File: config.mk
export PLATFORM = sky130hd
export DESIGN_NAME = downstream_address_remap_regs
export DESIGN_NICKNAME = d
export VERILOG_FILES = /design/src/pkg/remap_regs_pkg.sv /design/src/hw/downstream_address_remap_regs.sv /design/src/hw/remap_word_reg.sv
export SDC_FILE = /design/constraint.sdc
export NUM_CORES = 1
export LEC_CHECK = 0
export BUFFER_PORTS_ARGS = -buffer_cell sky130_fd_sc_hd__buf_2
export CORE_UTILIZATION = 56
export CTS_BUF_LIST = sky130_fd_sc_hd__clkbuf_16
export DETAILED_ROUTE_END_ITERATION = 10
export PLACE_DENSITY = 0.92
export SETUP_SLACK_MARGIN = 0.02
export SLEW_MARGIN = 20
export SYNTH_ARGS = -nofsm -noshare
export SYNTH_HDL_FRONTEND = slang
export SYNTH_SLANG_ARGS = --single-unit
File: constraint.sdc
create_clock -name clk -period 2.9 [get_ports clk]
set_input_delay 0.145 -clock clk [delete_from_list [all_inputs] [get_ports clk]]
set_output_delay 0.145 -clock clk [all_outputs]
set_load 0.02 [all_outputs]
File: src/pkg/remap_regs_pkg.sv
// Purpose: constants for the downstream address remap register set
// Assumes: byte addresses on the register port, one aligned 32-bit word per register
// Notes:   offsets, field positions, reset values and writable masks of the design live here only; the tests write their own
//
// What this block does
// - non-prefetchable control: 12-bit lower base at 31:20
// - non-prefetchable control: 5-bit I/O drop count 12:8
// - non-prefetchable control bit 3 enables remapping
// - prefetchable control: lower base 31:20, 19:4 reserved
// - prefetchable control bit 3 enables prefetchable remapping
// - secondary non-prefetchable upper base, 32-bit read-write
// - primary non-prefetchable upper base, 32-bit read-write
// - primary non-prefetchable upper limit, 32-bit read-write
// - control reserved bits 19:13, 7:4, 2:0 read zero

package remap_regs_pkg;

	// address width of the register port
	localparam int ADDR_WIDTH = 12;

	// register byte offsets
	localparam logic [11:0] OFF_SEC_NONPREF_REMAP_CONTROL = 12'h0e4;
	localparam logic [11:0] OFF_SEC_NONPREF_UPPER_BASE    = 12'h0e8;
	localparam logic [11:0] OFF_SEC_PREF_REMAP_CONTROL    = 12'h0ec;
	localparam logic [11:0] OFF_SEC_PREF_UPPER_BASE       = 12'h0f0;
	localparam logic [11:0] OFF_PRI_NONPREF_UPPER_BASE    = 12'h0f4;
	localparam logic [11:0] OFF_PRI_NONPREF_UPPER_LIMIT   = 12'h0f8;

	// reset values, all registers clear
	localparam logic [31:0] RST_SEC_NONPREF_REMAP_CONTROL = 32'h0000_0000;
	localparam logic [31:0] RST_SEC_NONPREF_UPPER_BASE    = 32'h0000_0000;
	localparam logic [31:0] RST_SEC_PREF_REMAP_CONTROL    = 32'h0000_0000;
	localparam logic [31:0] RST_SEC_PREF_UPPER_BASE       = 32'h0000_0000;
	localparam logic [31:0] RST_PRI_NONPREF_UPPER_BASE    = 32'h0000_0000;
	localparam logic [31:0] RST_PRI_NONPREF_UPPER_LIMIT   = 32'h0000_0000;

	// writable bits per register; cleared positions are reserved
	localparam logic [31:0] WMASK_NONPREF_CONTROL = 32'hfff0_1f08;
	localparam logic [31:0] WMASK_PREF_CONTROL    = 32'hfff0_0008;
	localparam logic [31:0] WMASK_FULL_WORD       = 32'hffff_ffff;

	// field positions inside the control words
	localparam int LOWER_BASE_LSB = 20;
	localparam int LOWER_BASE_MSB = 31;
	localparam int IO_DROP_LSB    = 8;
	localparam int IO_DROP_MSB    = 12;
	localparam int REMAP_EN_BIT   = 3;

	// answer for an unmapped read
	localparam logic [31:0] UNMAPPED_READ_VALUE = 32'h0000_0000;

endpackage

File: src/hw/downstream_address_remap_regs.sv
// Purpose: downstream address remap configuration registers of the bridge
// Assumes: one clock, plain strobe register port, read data one cycle after strobe
// Notes:   all stored fields drive the translation datapath directly from flops
//
// The plain strobed port was decided locally.

`timescale 1ns/1ps

module downstream_address_remap_regs #(
	parameter int AW = remap_regs_pkg::ADDR_WIDTH // register port address width
) (
	input  wire logic          clk,                          // system clock, 10 MHz
	input  wire logic          rst,                          // synchronous reset
	input  wire logic          ce,                           // clock enable
	input  wire logic [AW-1:0] addr,                         // byte address
	input  wire logic [31:0]   wdata,                        // write data
	input  wire logic          wr,                           // write strobe
	input  wire logic          rd,                           // read strobe
	output logic      [31:0]   rdata,                        // read data, cycle after rd
	output logic      [11:0]   secondary_nonpref_lower_base, // np lower base field
	output logic      [4:0]    io_drop_bits,                 // upper I/O bits to drop
	output logic               nonpref_remap_enable,         // np remapping on
	output logic      [11:0]   secondary_pref_lower_base,    // pref lower base field
	output logic               pref_remap_enable,            // pref remapping on
	output logic      [31:0]   secondary_nonpref_upper_base, // secondary np upper base
	output logic      [31:0]   secondary_pref_upper_base,    // secondary pref upper base
	output logic      [31:0]   primary_nonpref_upper_base,   // primary np upper base
	output logic      [31:0]   primary_nonpref_upper_limit,  // primary np upper limit
	output logic               settings_updated,             // pulse after a mapped write
	output logic               unmapped_access               // pulse after unmapped access
);

	// exact word match; a misaligned address never hits
	function automatic logic addr_hit(input logic [AW-1:0] a, input logic [11:0] off);
		addr_hit = (a == AW'(off));
	endfunction

	// per-register hit lines
	logic hit_np_ctrl;    // non-prefetchable control
	logic hit_np_ubase;   // secondary np upper base
	logic hit_pf_ctrl;    // prefetchable control
	logic hit_pf_ubase;   // secondary pref upper base
	logic hit_pri_ubase;  // primary np upper base
	logic hit_pri_ulimit; // primary np upper limit
	logic any_hit;        // address maps to a register

	// stored words
	logic [31:0] np_ctrl_word;    // non-prefetchable control word
	logic [31:0] np_ubase_word;   // secondary np upper base word
	logic [31:0] pf_ctrl_word;    // prefetchable control word
	logic [31:0] pf_ubase_word;   // secondary pref upper base word
	logic [31:0] pri_ubase_word;  // primary np upper base word
	logic [31:0] pri_ulimit_word; // primary np upper limit word

	// read mux result
	logic [31:0] next_rdata; // value to present after a read

	// address decode, one comparison per register
	always_comb begin
		hit_np_ctrl    = addr_hit(addr, remap_regs_pkg::OFF_SEC_NONPREF_REMAP_CONTROL);
		hit_np_ubase   = addr_hit(addr, remap_regs_pkg::OFF_SEC_NONPREF_UPPER_BASE);
		hit_pf_ctrl    = addr_hit(addr, remap_regs_pkg::OFF_SEC_PREF_REMAP_CONTROL);
		hit_pf_ubase   = addr_hit(addr, remap_regs_pkg::OFF_SEC_PREF_UPPER_BASE);
		hit_pri_ubase  = addr_hit(addr, remap_regs_pkg::OFF_PRI_NONPREF_UPPER_BASE);
		hit_pri_ulimit = addr_hit(addr, remap_regs_pkg::OFF_PRI_NONPREF_UPPER_LIMIT);
		any_hit        = hit_np_ctrl | hit_np_ubase | hit_pf_ctrl
		               | hit_pf_ubase | hit_pri_ubase | hit_pri_ulimit;
	end

	// non-prefetchable control: base, drop count, enable; reserved bits masked off
	remap_word_reg #(
		.RESET_VALUE (remap_regs_pkg::RST_SEC_NONPREF_REMAP_CONTROL),
		.WRITE_MASK  (remap_regs_pkg::WMASK_NONPREF_CONTROL)
	) u_np_ctrl (
		.clk      (clk),
		.rst      (rst),
		.ce       (ce),
		.write_en (wr && hit_np_ctrl),
		.wdata    (wdata),
		.q        (np_ctrl_word)
	);

	// secondary non-prefetchable upper base, whole word writable
	remap_word_reg #(
		.RESET_VALUE (remap_regs_pkg::RST_SEC_NONPREF_UPPER_BASE),
		.WRITE_MASK  (remap_regs_pkg::WMASK_FULL_WORD)
	) u_np_ubase (
		.clk      (clk),
		.rst      (rst),
		.ce       (ce),
		.write_en (wr && hit_np_ubase),
		.wdata    (wdata),
		.q        (np_ubase_word)
	);

	// prefetchable control: base and enable, 19:4 and 2:0 reserved
	remap_word_reg #(
		.RESET_VALUE (remap_regs_pkg::RST_SEC_PREF_REMAP_CONTROL),
		.WRITE_MASK  (remap_regs_pkg::WMASK_PREF_CONTROL)
	) u_pf_ctrl (
		.clk      (clk),
		.rst      (rst),
		.ce       (ce),
		.write_en (wr && hit_pf_ctrl),
		.wdata    (wdata),
		.q        (pf_ctrl_word)
	);

	// secondary prefetchable upper base, whole word writable
	remap_word_reg #(
		.RESET_VALUE (remap_regs_pkg::RST_SEC_PREF_UPPER_BASE),
		.WRITE_MASK  (remap_regs_pkg::WMASK_FULL_WORD)
	) u_pf_ubase (
		.clk      (clk),
		.rst      (rst),
		.ce       (ce),
		.write_en (wr && hit_pf_ubase),
		.wdata    (wdata),
		.q        (pf_ubase_word)
	);

	// primary non-prefetchable upper base
	remap_word_reg #(
		.RESET_VALUE (remap_regs_pkg::RST_PRI_NONPREF_UPPER_BASE),
		.WRITE_MASK  (remap_regs_pkg::WMASK_FULL_WORD)
	) u_pri_ubase (
		.clk      (clk),
		.rst      (rst),
		.ce       (ce),
		.write_en (wr && hit_pri_ubase),
		.wdata    (wdata),
		.q        (pri_ubase_word)
	);

	// primary non-prefetchable upper limit
	remap_word_reg #(
		.RESET_VALUE (remap_regs_pkg::RST_PRI_NONPREF_UPPER_LIMIT),
		.WRITE_MASK  (remap_regs_pkg::WMASK_FULL_WORD)
	) u_pri_ulimit (
		.clk      (clk),
		.rst      (rst),
		.ce       (ce),
		.write_en (wr && hit_pri_ulimit),
		.wdata    (wdata),
		.q        (pri_ulimit_word)
	);

	// read mux; words already hold zero in reserved bits, so no extra masking
	always_comb begin
		if (hit_np_ctrl) begin
			next_rdata = np_ctrl_word;
		end else if (hit_np_ubase) begin
			next_rdata = np_ubase_word;
		end else if (hit_pf_ctrl) begin
			next_rdata = pf_ctrl_word;
		end else if (hit_pf_ubase) begin
			next_rdata = pf_ubase_word;
		end else if (hit_pri_ubase) begin
			next_rdata = pri_ubase_word;
		end else if (hit_pri_ulimit) begin
			next_rdata = pri_ulimit_word;
		end else begin
			// unmapped: defined answer rather than stale data
			next_rdata = remap_regs_pkg::UNMAPPED_READ_VALUE;
		end
	end

	// read data stands in the cycle after a taken strobe, zero after an enabled cycle without rd, held while ce is low
	always_ff @(posedge clk) begin
		if (rst) begin
			rdata <= 32'h0000_0000;
		end else if (ce) begin
			if (rd) begin
				rdata <= next_rdata;
			end else begin
				rdata <= 32'h0000_0000;
			end
		end
	end

	// field views for the translation datapath; these are flop outputs, no logic
	always_comb begin
		secondary_nonpref_lower_base = np_ctrl_word[remap_regs_pkg::LOWER_BASE_MSB:
		                                            remap_regs_pkg::LOWER_BASE_LSB];
		io_drop_bits                 = np_ctrl_word[remap_regs_pkg::IO_DROP_MSB:
		                                            remap_regs_pkg::IO_DROP_LSB];
		nonpref_remap_enable         = np_ctrl_word[remap_regs_pkg::REMAP_EN_BIT];
		secondary_pref_lower_base    = pf_ctrl_word[remap_regs_pkg::LOWER_BASE_MSB:
		                                            remap_regs_pkg::LOWER_BASE_LSB];
		pref_remap_enable            = pf_ctrl_word[remap_regs_pkg::REMAP_EN_BIT];
		secondary_nonpref_upper_base = np_ubase_word;
		secondary_pref_upper_base    = pf_ubase_word;
		primary_nonpref_upper_base   = pri_ubase_word;
		primary_nonpref_upper_limit  = pri_ulimit_word;
	end

	// update pulse lets the datapath re-latch its compare windows;
	// it trails the stored value by nothing, both change on the same edge
	always_ff @(posedge clk) begin
		if (rst) begin
			settings_updated <= 1'b0;
		end else if (ce) begin
			settings_updated <= wr && any_hit;
		end
	end

	// unmapped access pulse, for either strobe; the access itself is harmless
	always_ff @(posedge clk) begin
		if (rst) begin
			unmapped_access <= 1'b0;
		end else if (ce) begin
			unmapped_access <= (wr || rd) && !any_hit;
		end
	end

endmodule // downstream_address_remap_regs

File: src/hw/remap_word_reg.sv
// Purpose: one 32-bit configuration word with per-bit write mask
// Assumes: synchronous active-high reset, clock enable freezes the word
// Notes:   bits outside the mask keep their reset value forever

`timescale 1ns/1ps

module remap_word_reg #(
	parameter logic [31:0] RESET_VALUE = 32'h0000_0000, // value after reset
	parameter logic [31:0] WRITE_MASK  = 32'hffff_ffff  // writable bit positions
) (
	input  wire logic        clk,      // system clock
	input  wire logic        rst,      // synchronous reset
	input  wire logic        ce,       // clock enable
	input  wire logic        write_en, // write this word
	input  wire logic [31:0] wdata,    // write data
	output logic      [31:0] q         // stored word
);

	// masked update: reserved bits never leave their reset value
	always_ff @(posedge clk) begin
		if (rst) begin
			q <= RESET_VALUE;
		end else if (ce && write_en) begin
			q <= (q & ~WRITE_MASK) | (wdata & WRITE_MASK);
		end
	end

endmodule // remap_word_reg

# ---- Yosys cells after proc, flatten, opt, wreduce, memory -nomap -nowiden
# Index checks and enable logic that the tools add are counted.
dict set report op_classes {
  eq_ne 6
  muxes 7
  bitwise 7
  n_reduce_logical 16
}
# op count
set ops {}
lappend ops {{$mux 32} 7}
lappend ops {{$eq 12x8->1 const B} 6}
lappend ops {{$or 20x32->32} 2}
lappend ops {{$logic_and 1x1->1} 14}
lappend ops {{$or 1x1->1} 5}
lappend ops {{$logic_not 1->1} 1}
lappend ops {{$logic_or 1x1->1} 1}
dict set report totals {
  regBits 226
  in_bits 49
  output_inout_bits 193
  word_cells 45
}

# ---- Depth between registers and ports, before layout
# Gate-level depths: netlist of the first run.
dict set report depth {
  ltp_word 8
  depth_mapped 9
  ltp_nobuf 5
}

# ---- Hierarchy
# Synthesis of the first run repeated with hierarchy kept, for this count alone.
dict set report unflattened {
  hier_cells 1306
  hier_area_um2 11542.3
}
# mod instances cells_each area_per_inst_um2 seq_area_each_um2
set by_module_without_submodules {}
lappend by_module_without_submodules {{remap_word_reg at u_np_ubase ...} 4 145 1522.7 640.6}
lappend by_module_without_submodules {downstream_address_remap_regs 1 550 3734.8 680.7}
lappend by_module_without_submodules {{remap_word_reg at u_np_ctrl} 1 97 958.4 360.3}
lappend by_module_without_submodules {{remap_word_reg at u_pf_ctrl} 1 79 758.2 260.2}

# ---- Worst setup path after synthesis of the first run
# OpenSTA, ideal clock, no wires.
dict set report synth_path {
  path_type {input to register}
  from {input port addr[3]}
  to {register u_np_ctrl.q[22]}
  setup_ns 0.132
  arrival_time_ns 1.538
  required_ns 2.768
  path_slack_ns 1.230
  cell_stages 9
  path_buffers 4
  path_cell_list {buf_2 and2b_1 nand2_1 buf_6 or4_1 buf_2 buf_6 nand2_1 a21oi_1}
}
dict set report synth_via {
  elab_chain_cells 3
}
# item line
set synth_lines {}
lappend synth_lines {{start, declared} downstream_address_remap_regs.sv:15} ;# input wire logic [AW-1:0] addr,
lappend synth_lines {{$eq 12x8->1} downstream_address_remap_regs.sv:35} ;# addr_hit = (a == AW'(off));
lappend synth_lines {{$logic_and 1x1->1} downstream_address_remap_regs.sv:78} ;# .write_en (wr && hit_np_ctrl),
lappend synth_lines {{$logic_and 1x1->1} remap_word_reg.sv:23} ;# end else if (ce && write_en) begin
lappend synth_lines {{end signal, assigned} remap_word_reg.sv:24} ;# q <= (q & ~WRITE_MASK) | (wdata & WRITE_MASK);
lappend synth_lines {{end, declared} remap_word_reg.sv:16} ;# output logic [31:0] q
# Every way passes these cells.
# A chain may end at the register's enable or synchronous reset.

# ---- Final worst setup path of the first run
dict set report layout_path {
  from {input port addr[2]}
  to {register u_np_ctrl.q[28]}
}
# The elaborated chain is that of the path after synthesis.

==> run_results.csv, run 1 <==
group,metric,value,unit
synth,synth_warnings,0,
grt,met2_usage,59.9,%
critical_path,rrSetupSlack,1.40,ns
hold_path,min_from,"wdata[21]",
critical_path,crit_arrival,2.33,ns
critical_path,path_cells,"buf_2 > and2b_1 > nand2_1 > or4_1 > nand2_1 > a21oi_1",
synth,synth_cell_type_count,42,
finish,area_delta_synth_final,24.0,%
routing,ant_nets,0,
clock_tree,clk_path_buf_depth,2,
clock_tree,post_cts_buffers,0,
sta,max_freq,487,MHz
finish,multiInputGateArea,4100,um^2
finish,fillers,1144,
synth,synth_area,8400,um^2
synth,syn_inst,1117,
routing,dr_total_vias,9241,
routing,drtIter0Drc,984,
run,drv_cap,0,
routing,dr.pass1.iters,5,
finish,fin_cells,1531,
sta,final-hold-violation-count,0,
sta,setup_tns,0,ns
routing,drc,0,
clock_tree,htreeDepth,4,
clock_tree,numCtsBuffers,17,
hold_path,hold_path.class,"input pin to register",
place,numPortBuffers,241,
grt,grt_max_degree,91,
sta,rsz0062_at_grt,"no",
critical_path,critPathRequiredTime,3.18,ns
synth,synth_edf_count,0,
synth,synth_top_cell_area_share,46.0,%
grt,grt_pass1_wl,44800,um
critical_path,crit_path_end_kind,"register",
synth,async_flop_share,0,%
grt,antenna_found_initial,3,
clock_tree,clk_pin_slew,0.07,ns
place,dp_cells,1478,
synth,ys.flop_type,"dfxtp_1",
critical_path,start_kind,"input pin",
grt,busiest_layer,"met2",
sta,setup_viol,0,
die,io_pins,242,
critical_path,cpMaxStageDelayCell,"or4_1",
clock_tree,clock_sinks,193,
clock_tree,cts_tree,"done",
synth,synth_nets,1166,
power_and_ir_drop,leakagePower,4.37,nW
synth,avgSynthCellArea,7.52,um^2
grt,met1_usage,45.2,%
sta,slew_violations,0,
critical_path,crit_top_cell,"nand2_1",
power_and_ir_drop,powerDensity,489,nW/um^2
die,coreArea,14600,um^2
critical_path,critPathBufInv,1,
die,die_area,15500,um^2
die,row_count,44,
clock_tree,cts_root_buf,"clkbuf_16",
sta,slew_headroom,31.4,%
critical_path,cp_top_family,"simple AND/OR/NAND/NOR gates",
place,place.gp.congestion,0.890,
critical_path,cp_max_fo,28,
clock_tree,insertion_delay,0.44,ns
critical_path,critPathMaxStageDelay,0.87,ns
die,die_w,124,um
critical_path,crit_type,"input pin to register",
synth,ys_ff_latch,193,
routing,vias_per_cell,6.04,
synth,yosysSeqAreaShare,46.0,%
grt,grt_pass1_vias,8514,
die,die_h,124,um
finish,nNetsFinal,1380,
clock_tree,cts.repair.resized,0,
grt,met3_usage,8.12,%
place,hpwl,19700,um
synth,synth.area.top_cells,"dfxtp_1 (46%), nand2_1 (16%), a21oi_1 (14%), clkbuf_1 (2.6%), a21o_1 (2.4%)",
sta,fin_crit_sh,70.7,%
synth,synth_top_area_cell,"dfxtp_1",
power_and_ir_drop,ir_drop,0.450,mV
critical_path,r2r-start,"u_pri_ubase.q[27]",
critical_path,startpoint,"addr[2]",
sta,skew,0.00863,ns
finish,regArea,3860,um^2
die,initial_core_util,57.6,%
grt,grt_usage,36.5,%
finish,layout-drive-gt1-share,23.7,%
grt,grt-ovfl-total,0,
routing,wl_per_cell,18.9,um
finish,fin_util,71.4,%
sta,fin_crit,2.05,ns
outcome,status,"finished clean",
sta,tightest_slew,1.03,ns
routing,routed_wl,28900,um
synth_stat cells (3+ instances only):
| master | number |
|---|---|
| nand2_1 | 354 |
| a21oi_1 | 234 |
| dfxtp_1 | 193 |
| clkbuf_1 | 58 |
| o21ai_0 | 39 |
| nor2_1 | 38 |
| a21o_1 | 27 |
| nor2b_1 | 27 |
| buf_2 | 24 |
| inv_1 | 16 |
| or4_1 | 16 |
| o221ai_1 | 14 |
| o2bb2ai_1 | 13 |
| o31ai_1 | 9 |
| o31ai_2 | 9 |
| nor3_1 | 7 |
| buf_1 | 3 |
| buf_6 | 3 |
| nor3_2 | 3 |
| nor4_2 | 3 |
sequential cells by signal, summed over array words and instances (netlist names):
signal            flops
u_np_ctrl.q          18
settings_updated      1
u_pf_ubase.q         32
u_pf_ctrl.q          13
u_pri_ulimit.q       32
rdata                32
unmapped_access       1
u_np_ubase.q         32
u_pri_ubase.q        32
where the power goes:
group / switching (mW) / internal [mW]
Clock: 1.04 / 1.09
Sequential: 0.000546 / 2.65
Combinational: 0.219 / 0.101
Total: 1.26 / 3.84
layer usage:
layer  up-vias  share of wire [%]
li1       4210                  -
met1      4297                 37
met2       639                 47
met3        95                 11
met4         0                4.3
met5         -                  0
stage by stage:
stage | setup slack (ns) | cell area (um^2) | total power [mW] | hold slack [ns]
after floorplan | 1.23 | 8400 | 2.88 | 0.281
after global placement | 0.603 | 9700 | 3.00 | 0.423
after detailed placement | 0.483 | 9700 | 3.00 | 0.427
after CTS | 0.929 | 10400 | 5.09 | 0.00183
after global routing | 0.782 | 10400 | 5.24 | 0.0172
final | 0.848 | 10400 | 5.09 | 0.00847
area by class of cell:
cell class	count	area share, %
Multi-Input combinational cell	817	39.4
Sequential cell	193	37.1
Timing Repair Buffer	286	15.6
Clock buffer	17	4.09
Tap cell	184	2.21
Clock inverter	15	0.937
Inverter	16	0.577
Antenna cell	3	0.0721
worst paths after layout:
kind / to / cells after the start
setup / recovery: u_np_ctrl.q[28] / 6
setup reg to reg: rdata[27] / 5
hold reg to reg: u_pri_ulimit.q[20] / 2
hold / removal: u_np_ubase.q[21] / 3
worst min-delay path, cell delays in order:
cell     delay [ns]
buf_2          0.14
nand2_1        0.06
a21oi_1        0.05
kinds of logic (layout without fill, tap and decap cells):
family / Yosys count / in the layout / synth area share, %
DFF: 193 / 193 / 46.0
buffers and inverters: 107 / 334 / 5.69
and+or+nand+nor: 470 / 470 / 24.5
AOI/OAI and AO/OA: 347 / 347 / 23.8
other: 0 / 3 / 0
layout by cell type, fill, tap and decap left out, types with 14 or more instances in the layout:
cell type / instances
nand2_1: 354
buf_2: 240
nor2b_1: 27
dlygate4sd3_1: 18
o21ai_0: 39
a21o_1: 27
or4_1: 16
nor2_1: 37
inv_1: 18
dfxtp_1: 193
clkbuf_16: 17
o221ai_1: 14
buf_4: 25
a21oi_1: 234
what timing repair did:
item,CTS,global route
hold buffers,18,0
endpoints found under the hold margin,65,0
setup endpoints to repair,0,0
No activity file was read; power rests on OpenSTA's default activity.
==> run 2, diff against run 1 <==
- ABC_AREA: default -> 1
- CORE_UTILIZATION: 56 -> 53
- PLACE_DENSITY: 0.92 -> 0.87
- clock period: 2.9 -> 1.9 ns (I/O delays scaled with it)
==> run 2 against run 1 <==
  * Worst hold slack got worse by 0.0013 ns
  * Largest power group unchanged
  * Clock power up 60%
  * Largest cell class unchanged
  * Wire length increased by 3.8%
  * Setup slack worse by 0.27 ns
==> run_results.csv, run 2 <==
group,metric,value,unit
outcome,status,"finished clean",
synth,ys_ff_latch,193,
finish,final_cell_mix,"buf_2 (240), inv_1 (227), nor2_1 (194)",
routing,drc,0,
synth,synth_top_cell_area_share,41.3,%
clock_tree,clk_pin_slew,0.07,ns
clock_tree,clk_path_buf_depth,2,
power_and_ir_drop,powerDensity,681,nW/um^2
routing,wl_per_cell,17.4,um
sta,tightest_slew,0.598,ns
routing,wl_met3,2410,um
power_and_ir_drop,comb_power_share,5.0,%
critical_path,critPathRequiredTime,2.23,ns
clock_tree,numCtsBuffers,17,
sta,skew,0.00807,ns
hold_path,hold_path.class,"input pin to register",
die,io_pins,242,
grt,antenna_found_initial,0,
finish,antenna_cells,0,
finish,final_common_cell,"buf_2",
critical_path,cpMaxStageDelayCell,"o21ai_0",
power_and_ir_drop,p_int,5.95,mW
synth,synth_warnings,0,
power_and_ir_drop,p_sw,1.89,mW
critical_path,path_cells,"buf_2 > nor2_2 > nand2_4 > nor2_4 > nand2_2 > buf_4 > o21ai_0 > inv_1 > nand2_1 > nand2_1 > nand2_1 > a21oi_1",
critical_path,crit_top_cell,"nand2_1",
critical_path,critPathMaxStageDelay,0.29,ns
sta,max_freq,756,MHz
routing,vias_per_cell,5.51,
power_and_ir_drop,p_clk_share,43.4,%
routing,dr_wl_met2,14500,um
routing,dr_total_vias,9508,
die,row_count,48,
sta,final-hold-violation-count,0,
grt,grt-ovfl-total,0,
sta,setup_tns,0,ns
sta,fin_crit_sh,69.6,%
synth,synth_top_area_cell,"dfxtp_1",
sta,fin_crit,1.32,ns
synth,synth.area.top_cells,"dfxtp_1 (41%), inv_1 (9.0%), a211oi_2 (8.0%), a211oi_1 (7.9%), nor2_1 (7.8%)",
grt,grt_usage,33.2,%
synth,synth_edf_count,0,
critical_path,crit_type,"input pin to register",
die,initial_core_util,54.2,%
critical_path,rrSetupSlack,0.74,ns
routing,drtIter0Drc,793,
die,die_h,135,um
routing,ant_nets,0,
power_and_ir_drop,ir_drop,0.661,mV
routing,routed_wl,30000,um
synth,syn_inst,1264,
place,numPortBuffers,241,
synth,synth_area,9350,um^2
finish,layout-drive-gt1-share,26.3,%
clock_tree,post_cts_buffers,0,
clock_tree,htreeDepth,4,
power_and_ir_drop,leakagePower,5.25,nW
critical_path,crit_path_end_kind,"register",
clock_tree,cts_tree,"done",
place,hpwl,21500,um
critical_path,cp_max_fo,35,
synth,avgSynthCellArea,7.40,um^2
sta,whs,0.00712,ns
grt,grt_pass1_vias,8861,
critical_path,start_kind,"input pin",
synth,async_flop_share,0,%
clock_tree,insertion_delay,0.44,ns
clock_tree,clock_sinks,193,
critical_path,cp_top_family,"simple AND/OR/NAND/NOR gates",
run,drv_cap,0,
routing,routed.top_layer,"met4",
routing,wl_met1,11500,um
sta,slew_headroom,59.7,%
sta,slew_violations,0,
synth,synth_nets,1313,
die,die_area,18200,um^2
sta,setup_viol,0,
synth,synth_cell_type_count,26,
finish,area_delta_synth_final,23.2,%
synth,yosysMostFrequentCell,"inv_1",
critical_path,crit_arrival,1.65,ns
critical_path,critPathBufInv,3,
die,coreArea,17200,um^2
routing,dr.pass1.iters,5,
power_and_ir_drop,p_sw_share,24.0,%
synth,yosysSeqAreaShare,41.3,%
grt,grt_max_degree,65,
die,die_w,135,um
sta,rsz0062_at_grt,"no",
finish,nNetsFinal,1536,
grt,grt_pass1_wl,46500,um
synth,yosys-top-cells-count,"inv_1 (225), nor2_1 (194), dfxtp_1 (193)",
clock_tree,cts_root_buf,"clkbuf_16",
synth,ys.flop_type,"dfxtp_1",
power_and_ir_drop,seqPwrFrac,51.6,%
place,place.gp.congestion,0.905,
==> run 2: cell types whose count changed after synthesis, sizes merged, moves of 96 or more <==
cell | before | now
a211oi | 0 | 159
nor2 | 38 | 202
nand3 | 1 | 97
a21oi | 234 | 48
nand2 | 356 | 163
inv | 16 | 231
==> run 2: layout make-up <==
type / instances / area (um^2)
inverter: 232 / 871
clock buffer: 17 / 425
sequential: 193 / 3860
clock inverter: 15 / 123
tap: 225 / 282
multi-input combinational: 751 / 4200
timing repair buffer: 292 / 1750
fill: 1433 / 5720
==> run 2: cells by family after synthesis <==
kind of cell,Yosys count,synth area share [%]
buffers and inverters,320,13.7
AND/OR/NAND/NOR,482,23.0
flip-flops,193,41.3
AO/OA/AOI/OAI,269,21.9
==> run 2: repair_timing <==
action / 4_1_cts / 5_1_grt
gates resized for setup: 0 / 0
hold endpoints to repair: 49 / 0
hold buffers: 17 / 0
==> run 2: metal layers <==
layer | vias up | global-route usage [%]
li1 | 4552 | -
met2 | 449 | 57.6
met4 | 0 | 19.2
met5 | - | 0
met3 | 96 | 7.43
met1 | 4411 | 37.6
==> run 2: worst paths after layout <==
kind | start | end | cells after the start
min reg2reg | rdata[9] | rdata[9] | 2
max reg2reg | u_pf_ubase.q[25] | rdata[25] | 8
min | wdata[9] | u_np_ctrl.q[9] | 3
max | addr[11] | rdata[15] | 12
==> run 2: worst register-to-register path, cell delays in order (launching register included) <==
cell and delay, ns:
dfxtp_1 0.32, inv_1 0.09, nand3_1 0.09, nand2_1 0.09, inv_1 0.04, o21ai_1 0.16
nand2_1 0.11, nand2_1 0.07, a21oi_1 0.05
==> run 2: through the flow <==
| stage | power [mW] | util, % | cells | instance area (um^2) | setup WS [ns] |
|---|---|---|---|---|---|
| floorplan | 4.31 | - | 1264 | 9350 | 0.581 |
| global placement | 4.49 | 62.6 | 1676 | 10800 | 0.194 |
| detailed placement | 4.49 | 62.6 | 1676 | 10800 | 0.182 |
| CTS | 7.84 | 66.8 | 1725 | 11500 | 0.627 |
| global route | 8.04 | 66.8 | 1725 | 11500 | 0.454 |
| finish | 7.84 | 66.8 | 1725 | 11500 | 0.577 |
==> run 2: power by group through the flow <==
stage	sequential (mW)	combinational (mW)	clock [mW]
floorplan	4.14	0.166	0
global placement	4.14	0.353	0
detailed placement	4.14	0.355	0
CTS	4.05	0.383	3.41
global route	4.04	0.413	3.59
finish	4.05	0.392	3.40
